[config.mk]
export PLATFORM = sky130hd
export DESIGN_NAME = rms_slice
export DESIGN_NICKNAME = d
export VERILOG_FILES = /design/src/core/rms_edge_sync.v /design/src/core/rms_slice.v
export VERILOG_INCLUDE_DIRS = /design/src /design/src/core
export SDC_FILE = /design/constraint.sdc
export NUM_CORES = 1
export LEC_CHECK = 0
export ABC_CLOCK_PERIOD_IN_PS = 4440
export BUFFER_PORTS_ARGS = -buffer_cell sky130_fd_sc_hd__buf_2
export CORE_MARGIN = 3
export CORE_UTILIZATION = 53
export CTS_CLUSTER_SIZE = 14
export DETAILED_ROUTE_END_ITERATION = 8
export GPL_TIMING_DRIVEN = 0
export MAX_ROUTING_LAYER = met4
export PLACE_DENSITY_LB_ADDON = 0.15
export SLEW_MARGIN = 20
export SYNTH_ARGS = -nofsm -noshare
export SYNTH_HDL_FRONTEND = slang
export SYNTH_SLANG_ARGS = --single-unit
[constraint.sdc]
create_clock -name clk_i -period 4.44 [get_ports clk_i]
set_clock_uncertainty 0.1 [all_clocks]
set_input_delay 0.444 -clock clk_i [delete_from_list [all_inputs] [get_ports clk_i]]
set_output_delay 0.444 -clock clk_i [all_outputs]
set_load 0.005 [all_outputs]
[src/core/rms_consts.vh]
// Constants for the runtime miscellaneous register slice.
// Included by the slice only, not by its edge detector; definitions only.
`ifndef RMS_CONSTS_VH
`define RMS_CONSTS_VH

// Register byte offsets (consecutive, one byte address each).
`define RMS_OFS_IRQ_EN4 8'h1B
`define RMS_OFS_EDGE_STS 8'h1C
`define RMS_OFS_RST_SEL 8'h1D
`define RMS_OFS_FORCE_CHG 8'h1E
`define RMS_OFS_FLOPPY_RATE 8'h1F
`define RMS_OFS_SER1_FIFO 8'h20
`define RMS_OFS_SER2_FIFO 8'h21
`define RMS_OFS_SER3_FIFO 8'h22
`define RMS_OFS_PIN10_CFG 8'h23
`define RMS_OFS_SRC_FLAGS 8'h24
`define RMS_OFS_MGMT_CTL 8'h25

// Reset values.
`define RMS_RST_IRQ_EN4 8'h00
`define RMS_RST_EDGE_STS 8'h00
`define RMS_RST_RST_SEL 8'h00
`define RMS_RST_FORCE_CHG 8'h03
`define RMS_RST_PIN10_CFG 8'h01
`define RMS_RST_MGMT_CTL 8'h00

// Field positions and masks.
`define RMS_STS_W1C_MASK 8'h3F
`define RMS_STS_LIVE_MASK 8'h33
`define RMS_EN4_SER_MASK 8'h53
`define RMS_RSEL_WDT_DIS 0
`define RMS_RSEL_THERM 1
`define RMS_RSEL_WDT_IN 2
`define RMS_RSEL_MASK 8'h07
`define RMS_FCHG_MASK 8'h03
`define RMS_PCFG_DIR 0
`define RMS_PCFG_INV 1
`define RMS_PCFG_ALT 2
`define RMS_PCFG_OD 7
`define RMS_PCFG_MASK_2P 8'h83
`define RMS_PCFG_MASK_4P 8'h87
`define RMS_FIFO_MASK 8'hCF
`define RMS_RATE_MASK 8'hDF
`define RMS_MCTL_PIN 0
`define RMS_MCTL_SIRQ 1
`define RMS_MCTL_WAKE 2
`define RMS_MCTL_MASK 8'h07

// Number of serial ports in the variant: 2, 4 or 6.
`define RMS_PORTS_DEFAULT 6

`endif

[src/core/rms_edge_sync.v]
// Three-stage synchroniser with either-edge pulse for one pin.
// Assumes clk_i free-running and rst_i synchronous active high.
`timescale 1ns/1ps
module rms_edge_sync (
    // Clock and reset
    input wire clk_i,
    input wire rst_i,
    // Pin and result
    input wire pin_i,
    output wire level_o,
    output wire edge_o
);
    reg [2:0] sync;
    reg last;
    reg primed;
    reg [1:0] fill;

    // Stage 0 feeds stage 1 only; a change counts once stages 1 and 2 agree.
    always @(posedge clk_i) begin
        if (rst_i) begin
            sync <= 3'h0;
            last <= 1'b0;
            primed <= 1'b0;
            fill <= 2'h0;
        end else begin
            sync <= {sync[1:0], pin_i};
            if (fill != 2'h3) begin
                fill <= fill + 2'h1;
            end
            // No edge is reported before the stages hold the real pin, so reset leaves no false edge.
            if (sync[2] == sync[1]) begin
                last <= sync[2];
                primed <= (fill == 2'h3);
            end
        end
    end

    assign level_o = last;
    assign edge_o = primed && (sync[2] == sync[1]) && (sync[2] != last);
endmodule // rms_edge_sync

[src/core/rms_slice.v]
// Runtime miscellaneous register slice: offsets 0x1B to 0x23 plus two extras.
// Assumes a classic Wishbone master on clk_i; pins arrive asynchronously.
`timescale 1ns/1ps
`include "rms_consts.vh"
module rms_slice #(
    parameter PORTS = `RMS_PORTS_DEFAULT
) (
    // Clock and reset
    input wire clk_i,
    input wire rst_i,
    // Wishbone slave
    input wire cyc_i,
    input wire stb_i,
    input wire we_i,
    input wire [7:0] adr_i,
    input wire [3:0] sel_i,
    input wire [31:0] dat_i,
    output reg [31:0] dat_o,
    output reg ack_o,
    output reg err_o,
    // Edge-triggered pins
    input wire edge_pin_a_i,
    input wire edge_pin_b_i,
    input wire edge_pin_c_i,
    input wire edge_pin_d_i,
    // Gated pin sources and serial interrupts
    input wire gated_pin_e_i,
    input wire gated_pin_f_i,
    input wire gated_pin_g_i,
    input wire pin_61_src_i,
    input wire serial3_irq_i,
    input wire serial4_irq_i,
    input wire serial5_irq_i,
    input wire serial6_irq_i,
    // Management interrupt outputs
    output wire mgmt_irq_o,
    output wire mgmt_irq_pin_n_o,
    output wire mgmt_irq_sirq_o,
    output wire mgmt_irq_wake_o,
    // Power-good sources
    input wire watchdog_expired_i,
    input wire thermal_trip_i,
    output wire watchdog_input_bit_o,
    output wire power_good_output_o,
    // Floppy interface
    input wire step_strobe_n_i,
    input wire drive_select_0_n_i,
    input wire drive_select_1_n_i,
    input wire media_change_input_n_i,
    output wire media_change_indication_o,
    // Mirrored settings
    input wire [7:0] floppy_rate_i,
    input wire [7:0] serial1_fifo_ctl_i,
    input wire [7:0] serial2_fifo_ctl_i,
    input wire [7:0] serial3_fifo_ctl_i,
    // Pin 1.0
    input wire pin_1_0_i,
    output wire pin_1_0_o,
    output wire pin_1_0_oe_o,
    output wire pin_1_0_level_o,
    output wire serial3_receive_line_o
);
    localparam [7:0] PCFG_MASK = (PORTS > 2) ? `RMS_PCFG_MASK_4P : `RMS_PCFG_MASK_2P;

    reg [7:0] group_irq_enable_4;
    reg [7:0] misc_edge_status;
    reg [7:0] reset_source_select;
    reg [7:0] force_media_change;
    reg [7:0] pin_1_0_config;
    reg [7:0] mgmt_ctl;
    reg [7:0] next_status;
    reg [7:0] next_force;
    reg [7:0] rd_byte;
    reg hit;

    wire [3:0] pin_edge;
    wire [3:0] pin_level;
    wire [3:0] pin_raw;
    wire [2:0] fl_level;
    wire [2:0] fl_raw;
    wire [2:0] fl_edge;
    wire pin10_level;
    wire step_fall;
    wire [7:0] edge_set;
    wire [7:0] rd_status;
    wire [7:0] rd_rate;
    wire [7:0] rd_ser1;
    wire [7:0] rd_ser2;
    wire [7:0] rd_ser3;
    wire wr_en4;
    wire wr_sts;
    wire wr_rsel;
    wire wr_fchg;
    wire wr_pcfg;
    wire wr_mctl;
    wire wdt_src;
    wire therm_src;
    wire pin_dir_in;
    wire pin_inv;
    wire pin_od;
    wire [7:0] irq_src;
    wire req;
    wire wr;
    wire wr_lane;

    assign pin_raw = {edge_pin_d_i, edge_pin_c_i, edge_pin_b_i, edge_pin_a_i};
    assign fl_raw = {drive_select_1_n_i, drive_select_0_n_i, step_strobe_n_i};

    // Edge detection for the four status pins and the three floppy pins; pin 1.0 is synchronised for its level only.
    genvar gi;
    generate
        for (gi = 0; gi < 4; gi = gi + 1) begin : g_edge
            rms_edge_sync u_sync (
                .clk_i(clk_i),
                .rst_i(rst_i),
                .pin_i(pin_raw[gi]),
                .level_o(pin_level[gi]),
                .edge_o(pin_edge[gi])
            );
        end
        for (gi = 0; gi < 3; gi = gi + 1) begin : g_fl
            rms_edge_sync u_sync (
                .clk_i(clk_i),
                .rst_i(rst_i),
                .pin_i(fl_raw[gi]),
                .level_o(fl_level[gi]),
                .edge_o(fl_edge[gi])
            );
        end
    endgenerate

    rms_edge_sync u_pin10 (
        .clk_i(clk_i),
        .rst_i(rst_i),
        .pin_i(pin_1_0_i),
        .level_o(pin10_level),
        .edge_o()
    );

    // Bus decode: one cycle answer, lane 0 carries the byte.
    assign req = cyc_i && stb_i && !ack_o && !err_o;
    assign wr = req && we_i && hit;
    assign wr_lane = wr && sel_i[0];

    // Write strobes, one per writable register.
    assign wr_en4 = wr_lane && (adr_i == `RMS_OFS_IRQ_EN4);
    assign wr_sts = wr_lane && (adr_i == `RMS_OFS_EDGE_STS);
    assign wr_rsel = wr_lane && (adr_i == `RMS_OFS_RST_SEL);
    assign wr_fchg = wr_lane && (adr_i == `RMS_OFS_FORCE_CHG);
    assign wr_pcfg = wr_lane && (adr_i == `RMS_OFS_PIN10_CFG);
    assign wr_mctl = wr_lane && (adr_i == `RMS_OFS_MGMT_CTL);

    // Read views, reserved positions forced to zero.
    assign rd_status = misc_edge_status & `RMS_STS_LIVE_MASK;
    assign rd_rate = floppy_rate_i & `RMS_RATE_MASK;
    assign rd_ser1 = serial1_fifo_ctl_i & `RMS_FIFO_MASK;
    assign rd_ser2 = serial2_fifo_ctl_i & `RMS_FIFO_MASK;
    assign rd_ser3 = (PORTS > 2) ? (serial3_fifo_ctl_i & `RMS_FIFO_MASK) : 8'h00;

    always @* begin
        hit = 1'b1;
        case (adr_i)
            `RMS_OFS_IRQ_EN4: rd_byte = group_irq_enable_4;
            `RMS_OFS_EDGE_STS: rd_byte = rd_status;
            `RMS_OFS_RST_SEL: rd_byte = reset_source_select;
            `RMS_OFS_FORCE_CHG: rd_byte = force_media_change;
            `RMS_OFS_FLOPPY_RATE: rd_byte = rd_rate;
            `RMS_OFS_SER1_FIFO: rd_byte = rd_ser1;
            `RMS_OFS_SER2_FIFO: rd_byte = rd_ser2;
            `RMS_OFS_SER3_FIFO: rd_byte = rd_ser3;
            `RMS_OFS_PIN10_CFG: rd_byte = pin_1_0_config;
            `RMS_OFS_SRC_FLAGS: rd_byte = {4'h0, pin_level};
            `RMS_OFS_MGMT_CTL: rd_byte = mgmt_ctl;
            default: begin
                rd_byte = 8'h00;
                hit = 1'b0;
            end
        endcase
    end

    always @(posedge clk_i) begin
        if (rst_i) begin
            ack_o <= 1'b0;
        end else begin
            ack_o <= req && hit;
        end
    end

    always @(posedge clk_i) begin
        if (rst_i) begin
            err_o <= 1'b0;
        end else begin
            err_o <= req && !hit;
        end
    end

    always @(posedge clk_i) begin
        if (rst_i) begin
            dat_o <= 32'h0;
        end else begin
            dat_o <= (req && hit && !we_i) ? {24'h0, rd_byte} : 32'h0;
        end
    end

    assign edge_set = {2'b00, pin_edge[3:2], 2'b00, pin_edge[1:0]};

    // Status flags: hardware set wins over a same-cycle software clear.
    always @* begin
        next_status = misc_edge_status;
        if (wr_sts) begin
            next_status = next_status & ~(dat_i[7:0] & `RMS_STS_W1C_MASK);
        end
        next_status = next_status | edge_set;
        next_status = next_status & `RMS_STS_LIVE_MASK;
    end

    // Force-change bits: step falling edge with active-low select clears.
    assign step_fall = fl_edge[0] && fl_level[0];

    always @* begin
        next_force = force_media_change;
        if (wr_fchg) begin
            next_force = next_force | (dat_i[7:0] & `RMS_FCHG_MASK);
        end
        if (step_fall && !fl_level[1]) begin
            next_force[0] = 1'b0;
        end
        if (step_fall && !fl_level[2]) begin
            next_force[1] = 1'b0;
        end
    end

    // Register storage, one process per register.
    always @(posedge clk_i) begin
        if (rst_i) begin
            group_irq_enable_4 <= `RMS_RST_IRQ_EN4;
        end else if (wr_en4) begin
            group_irq_enable_4 <= dat_i[7:0];
        end
    end

    always @(posedge clk_i) begin
        if (rst_i) begin
            misc_edge_status <= `RMS_RST_EDGE_STS;
        end else begin
            misc_edge_status <= next_status;
        end
    end

    always @(posedge clk_i) begin
        if (rst_i) begin
            reset_source_select <= `RMS_RST_RST_SEL;
        end else if (wr_rsel) begin
            reset_source_select <= dat_i[7:0] & `RMS_RSEL_MASK;
        end
    end

    always @(posedge clk_i) begin
        if (rst_i) begin
            force_media_change <= `RMS_RST_FORCE_CHG;
        end else begin
            force_media_change <= next_force;
        end
    end

    always @(posedge clk_i) begin
        if (rst_i) begin
            pin_1_0_config <= `RMS_RST_PIN10_CFG;
        end else if (wr_pcfg) begin
            pin_1_0_config <= dat_i[7:0] & PCFG_MASK;
        end
    end

    always @(posedge clk_i) begin
        if (rst_i) begin
            mgmt_ctl <= `RMS_RST_MGMT_CTL;
        end else if (wr_mctl) begin
            mgmt_ctl <= dat_i[7:0] & `RMS_MCTL_MASK;
        end
    end

    // Management interrupt: serial gates exist only with enough ports.
    assign irq_src = {pin_61_src_i,
                      (PORTS > 4) ? serial6_irq_i : 1'b0,
                      gated_pin_g_i,
                      (PORTS > 4) ? serial5_irq_i : 1'b0,
                      gated_pin_f_i,
                      gated_pin_e_i,
                      (PORTS > 2) ? serial4_irq_i : 1'b0,
                      (PORTS > 2) ? serial3_irq_i : 1'b0};
    assign mgmt_irq_o = |(irq_src & group_irq_enable_4);
    assign mgmt_irq_pin_n_o = !(mgmt_irq_o && mgmt_ctl[`RMS_MCTL_PIN]);
    assign mgmt_irq_sirq_o = mgmt_irq_o && mgmt_ctl[`RMS_MCTL_SIRQ];
    assign mgmt_irq_wake_o = mgmt_irq_o && mgmt_ctl[`RMS_MCTL_WAKE];

    // Power-good generation.
    assign watchdog_input_bit_o = reset_source_select[`RMS_RSEL_WDT_IN];
    assign wdt_src = watchdog_expired_i && !reset_source_select[`RMS_RSEL_WDT_DIS];
    assign therm_src = thermal_trip_i && reset_source_select[`RMS_RSEL_THERM];
    assign power_good_output_o = !(wdt_src || therm_src);

    // Media-change indication, active-high, from active-low inputs.
    assign media_change_indication_o = (!drive_select_0_n_i && force_media_change[0]) ||
                                       (!drive_select_1_n_i && force_media_change[1]) ||
                                       !media_change_input_n_i;

    // Pin 1.0: direction, polarity, open-drain and alternate route.
    wire pin_alt;
    wire pin_out_val;
    assign pin_dir_in = pin_1_0_config[`RMS_PCFG_DIR];
    assign pin_inv = pin_1_0_config[`RMS_PCFG_INV];
    assign pin_od = pin_1_0_config[`RMS_PCFG_OD];
    assign pin_alt = (PORTS > 2) && pin_1_0_config[`RMS_PCFG_ALT];
    assign pin_out_val = pin_inv;
    assign pin_1_0_level_o = pin10_level ^ pin_inv;
    assign serial3_receive_line_o = pin_alt ? pin10_level : 1'b1;
    assign pin_1_0_o = pin_od ? 1'b0 : pin_out_val;
    assign pin_1_0_oe_o = !pin_alt && !pin_dir_in && (!pin_od || !pin_out_val);
endmodule // rms_slice

**Word-level counts from Yosys, hierarchy flattened**

Index checks and enable logic that the tools add are counted.

- Bitwise logic cells: 7
- Reductions and logical operators: 62
- Equal/unequal tests: 34
- Add/subtract/negate cells: 5
- Mux-type cells: 8

Operator list:

| operator | number |
|---|---|
| $pmux W8 S11 | 1 |
| $eq A8 B6 Y1 const B | 6 |
| $eq A8 B5 Y1 const B | 5 |
| $logic_and A1 B1 Y1 | 37 |
| $logic_not A1 Y1 | 16 |
| $reduce_or A11 Y1 | 1 |
| $add A2 B1 Y2 const B | 5 |
| $eq A2 B2 Y1 const B | 5 |
| $ne A2 B2 Y1 const B | 5 |
| $and A8 B8 Y8 | 1 |
| $eq A1 B1 Y1 | 8 |
| $or A8 B2 Y8 | 1 |
| $reduce_or A8 Y1 | 1 |
| $and A6 B6 Y6 | 1 |
| $mux W6 | 1 |
| $not A6 Y6 | 1 |
| $or A6 B6 Y6 | 1 |
| $mux W1 | 5 |
| $ne A1 B1 Y1 | 5 |
| $logic_or A1 B1 Y1 | 4 |
| $reduce_bool A2 Y1 | 2 |
| $mux W2 | 1 |
| $reduce_or A2 Y1 | 1 |
| $not A1 Y1 | 1 |
| $xor A1 B1 Y1 | 1 |

- Flip-flop bits (word level): 111
- Bits of input ports: 100

**Depth between registers and ports, before layout**

- Depth after elaboration: 9
- Depth in mapped cells: 6

**Modules after synthesis**

A second synthesis with hierarchy kept.

- Cells, all modules: 460
- Area total of the unflattened synthesis: 4305.4 um^2

Modules (own cells, without submodules):

| module | instances | sequential area each (um^2) | area an instance (um^2) | cells each |
|---|---|---|---|---|
| rms_slice | 1 | 680.7 | 2173.3 | 260 |
| rms_edge_sync | 8 | 140.1 | 266.5 | 25 |

**Worst setup path before layout**

No wires, ideal clock.

- Path type: input to register
- From: input adr_i[4]
- To: register mgmt_ctl[0]
- Data required time: 4208 ps
- Arrival time: 1802 ps
- Stages on the path: 5
- Slack: 2406 ps
- Buffers on the path: 1
- Library setup time: 132 ps
- Cells stage by stage: or4b_1 buf_2 or4_4 o31ai_1 a21oi_1

- Cells in the longest elaborated chain, start to end: 6

Ends and longest elaborated chain:

| element | RTL line | RTL |
|---|---|---|
| start, declared | rms_slice.v:15 | `input wire [7:0] adr_i,` |
| $eq A8 B5 Y1 or $eq A8 B6 Y1 (tied branches) | rms_slice.v:162 | `case (adr_i)` |
| $reduce_or A11 Y1 (no source line) | -- |  |
| $mux W1 | rms_slice.v:162 |  |
| $logic_and A1 B1 Y1 | rms_slice.v:142 | `assign wr = req && we_i && hit;` |
| $logic_and A1 B1 Y1 | rms_slice.v:143 | `assign wr_lane = wr && sel_i[0];` |
| $logic_and A1 B1 Y1 (*) | rms_slice.v:151 | `` assign wr_mctl = wr_lane && (adr_i == `RMS_OFS_MGMT_CTL); `` |
| end signal, assigned | rms_slice.v:276 | `` mgmt_ctl <= `RMS_RST_MGMT_CTL; `` |
| end signal, assigned | rms_slice.v:278 | `` mgmt_ctl <= dat_i[7:0] & `RMS_MCTL_MASK; `` |
| end, declared | rms_slice.v:70 | `reg [7:0] mgmt_ctl;` |

Every way passes the cells marked *; elsewhere a longest branch is shown, timed or not.
A chain may end at the register's enable or synchronous reset.

**Worst setup path in the final report**

- From: input adr_i[1]
- To: register group_irq_enable_4[1]

- Cells in the longest elaborated chain, start to end: 6

Ends and longest elaborated chain:

| element | RTL line | RTL |
|---|---|---|
| $eq A8 B5 Y1 or $eq A8 B6 Y1 (tied branches) | rms_slice.v:162 |  |
| $reduce_or A11 Y1 (no source line) | -- |  |
| $mux W1 | rms_slice.v:162 |  |
| $logic_and A1 B1 Y1 | rms_slice.v:142 |  |
| $logic_and A1 B1 Y1 | rms_slice.v:143 |  |
| $logic_and A1 B1 Y1 (*) | rms_slice.v:146 | `` assign wr_en4 = wr_lane && (adr_i == `RMS_OFS_IRQ_EN4); `` |
| end signal, assigned | rms_slice.v:236 | `` group_irq_enable_4 <= `RMS_RST_IRQ_EN4; `` |
| end signal, assigned | rms_slice.v:238 | `group_irq_enable_4 <= dat_i[7:0];` |
| end, declared | rms_slice.v:65 | `reg [7:0] group_irq_enable_4;` |

Marks and branches as above.

==> metrics.cfg <==
[run_status]
status = complete, no violations

[logic_synthesis]
yosys.cell_types.count = 58
ys_seq_elements = 81
synth_edf_count = 0
synthFlopType = dfxtp_1
synth_simple_gate_area_frac = 0.230
synth_compound_area_frac = 0.165
synth_area_um2 = 3850
async_flop_share = 0
ys_seq_area_frac = 0.421
synth_xor_area_frac = 0.0250
synth_fa_ha_area_frac = 0.0162
synth_mux_area_frac = 0.0647
yosys_warnings = 0
yosys.area.top_type = dfxtp_1
synth_top_family_by_area = simple AND/OR/NAND/NOR gates
syn_area_per_cell_um2 = 9.02
syn_inst = 427
synth.area.top_cells = dfxtp_1, nor2b_1, buf_4, a21oi_1, mux2i_1
netlist.area_leader.share = 0.421

[timing]
slew_viol_final = 0
slew_headroom = 0.417
fin_ws_ns = 2.27
clock.fmax_ghz = 0.460
hold-worst-slack_ns = 0.203
worst_slew_pin_slew_ns = 0.869
finalHoldViolCount = 0
post-route-period-util = 0.490
rsz0062_at_grt = false
period_minus_slack_ns = 2.17
setup_violations = 0
tns_ns = 0

[detailed_routing]
vias = 3600
first_pass_iters = 5
routedWlPerCell_um = 16.5
drc = 0
drt_wl_total_um = 10600
drt_iter0_drc = 219
antenna_left = 0
post_drt_via_cell_ratio = 5.58

[clock_network]
cts.path.max_buffers = 2
cts_tree = built
cts-htree-levels = 3
numCtsBuffers = 9
clkLatencyLatePin_ns = 0.35
post_cts_resized = 0
cts.clk_slew.worst_paths_ns = 0.09
ctsHoldBuffers = 0
root_buffer = clkbuf_8
cts_setup_buffers = 0
cts_sinks = 81

[power]
swShare = 0.264
p_leak_nw = 1.93
power.share.sequential = 0.518
vdd_drop_max_v = 0.000276
power_density_nw_per_um2 = 322
power.switching_uw = 397
pwr-share-clk = 0.356
power.internal_mw = 1.11
p_comb_frac = 0.126
power_mw = 1.50

[place]
dpl.hpwl_um = 8190
port_buffers = 84
routabilityCongestion = 0.982
dp.cells = 630
place_ws_ns = 1.97
dpl_cell_area_um2 = 4480

[final_layout]
final_core_util = 0.676
fin_nets = 650
finalNonFillerCells = 645
antenna_cells = 0
stdcell_area_um2 = 4670
drive_gt1_frac = 0.251
area_growth_pct = 21.3

[global_routing]
grt_usage = 0.270
grt_max_degree = 15
overflow = 0
grt_pass1_vias = 3394
grt_pass1_wl_um = 17400
antenna_found_initial = 0

[setup_path]
arrival_ns = 2.29
worstSetupEndpointType = register
path_max_fanout = 10
startpoint_type = input pin
rr_worst_depth = 4
cp_data_required_time_ns = 4.56
r2r_slack_ns = 2.40
worstSetupPathType = in -> reg

[die]
io_pins = 145
rows = 30
die_h_um = 91.2
floorplan.initialDensity = 0.557
fp.dieW_um = 91.2
dieArea_um2 = 8320
core-area_um2 = 6910

[worst_hold_path]
hp-class = in -> reg
hold_depth = 2

[run]
cap_violations = 0

[area by class of cell]
type,count,area (um^2)
clock buffers,9,124
fillers,638,2240
inverters,11,41.3
plain buffers,43,254
clock inverters,6,67.6
repair buffers,84,420
flip-flops and latches,81,1620
multi-input cells,315,2020
well taps,96,120
[synthesized netlist by cell type (2+ instances only)]
cell and n:
nor4b_1 2, or4b_1 2, xor2_1 11, a22oi_1 6
nor4bb_1 2, inv_1 9, nand2b_1 5, dfxtp_1 81
o21ai_0 32, nand3b_1 5, and2_1 4, a32oi_1 2
nor4_1 3, nor2b_1 29, clkinv_1 2, a22o_1 2
buf_4 24, clkbuf_1 14, buf_2 2, nand4_1 6
mux2_2 5, a221oi_1 2, mux2i_1 17, a211oi_2 2
nor3b_1 4, nand2_1 18, nand3_1 23, a21oi_1 34
ha_1 5, and3b_1 4, nor2_1 22, a41o_1 4
nor3_1 8, or4_1 2, a31oi_1 4, and4_1 2
o31ai_1 3, buf_1 3, a211oi_1 2, nor3_2 2
[cells in the final DEF, fill, tap and decap left out, types with 3 or more instances in the layout]
cell,count
a21oi_1,34
inv_1,9
nand2_1,18
nor3b_1,4
mux2_2,5
xor2_1,11
nor2_1,22
nand3b_1,5
and3b_1,4
a22oi_1,6
mux2i_1,17
a41o_1,4
clkbuf_1,14
conb_1,24
o21ai_0,32
o31ai_1,3
a31oi_1,4
nand4_1,6
and2_1,4
buf_4,24
buf_2,86
buf_1,3
nor4_1,3
nand2b_1,5
dfxtp_1,81
nand3_1,23
nor3_1,8
ha_1,5
clkbuf_8,9
nor2b_1,29
[registers in the layout, summed over array words and instances, names as in the netlist, 8 cells and up]
| name | count |
|---|---|
| g_edge.u_sync.fill | 8 |
| dat_o | 8 |
| group_irq_enable_4 | 8 |
| g_edge.u_sync.sync | 12 |
| g_fl.u_sync.sync | 9 |
[logic make-up after synthesis]
group | count (synthesis)
compound gates | 102
xor+xnor | 11
fa+ha+maj | 5
buf+inv | 54
flops | 81
mux | 23
other cells | 1
simple gates | 150
[power by group through the flow]
stage | sequential, mW | combinational (mW) | clock, mW
global route | 0.783 | 0.217 | 0.570
CTS | 0.779 | 0.189 | 0.538
finish | 0.779 | 0.190 | 0.534
detailed placement | 0.796 | 0.188 | 0
global placement | 0.793 | 0.183 | 0
floorplan | 0.791 | 0.123 | 0
[critical path, cell delays in order]
cell      delay [ns]
buf_2           0.15
clkbuf_1        0.44
clkbuf_1        0.46
nand4_1         0.40
o21ai_0         0.28
a21oi_1         0.10
[metal layers]
| metal | wire length, um | vias to the layer above | track usage |
|---|---|---|---|
| met1 | 4430 | 1664 | 0.337 |
| met3 | 973 | 27 | 0.0539 |
| met4 | 264 | 0 | 0.107 |
| met5 | 0 | - | - |
| li1 | - | 1729 | - |
| met2 | 4980 | 180 | 0.431 |
[worst paths after layout]
check                            from                        to
max                          adr_i[1]     group_irq_enable_4[1]
min                         pin_1_0_i           u_pin10.sync[0]
min reg2reg  g_edge[2].u_sync.sync[0]  g_edge[2].u_sync.sync[1]
max reg2reg                     ack_o     force_media_change[1]
Power figures use the tool's default switching activity.
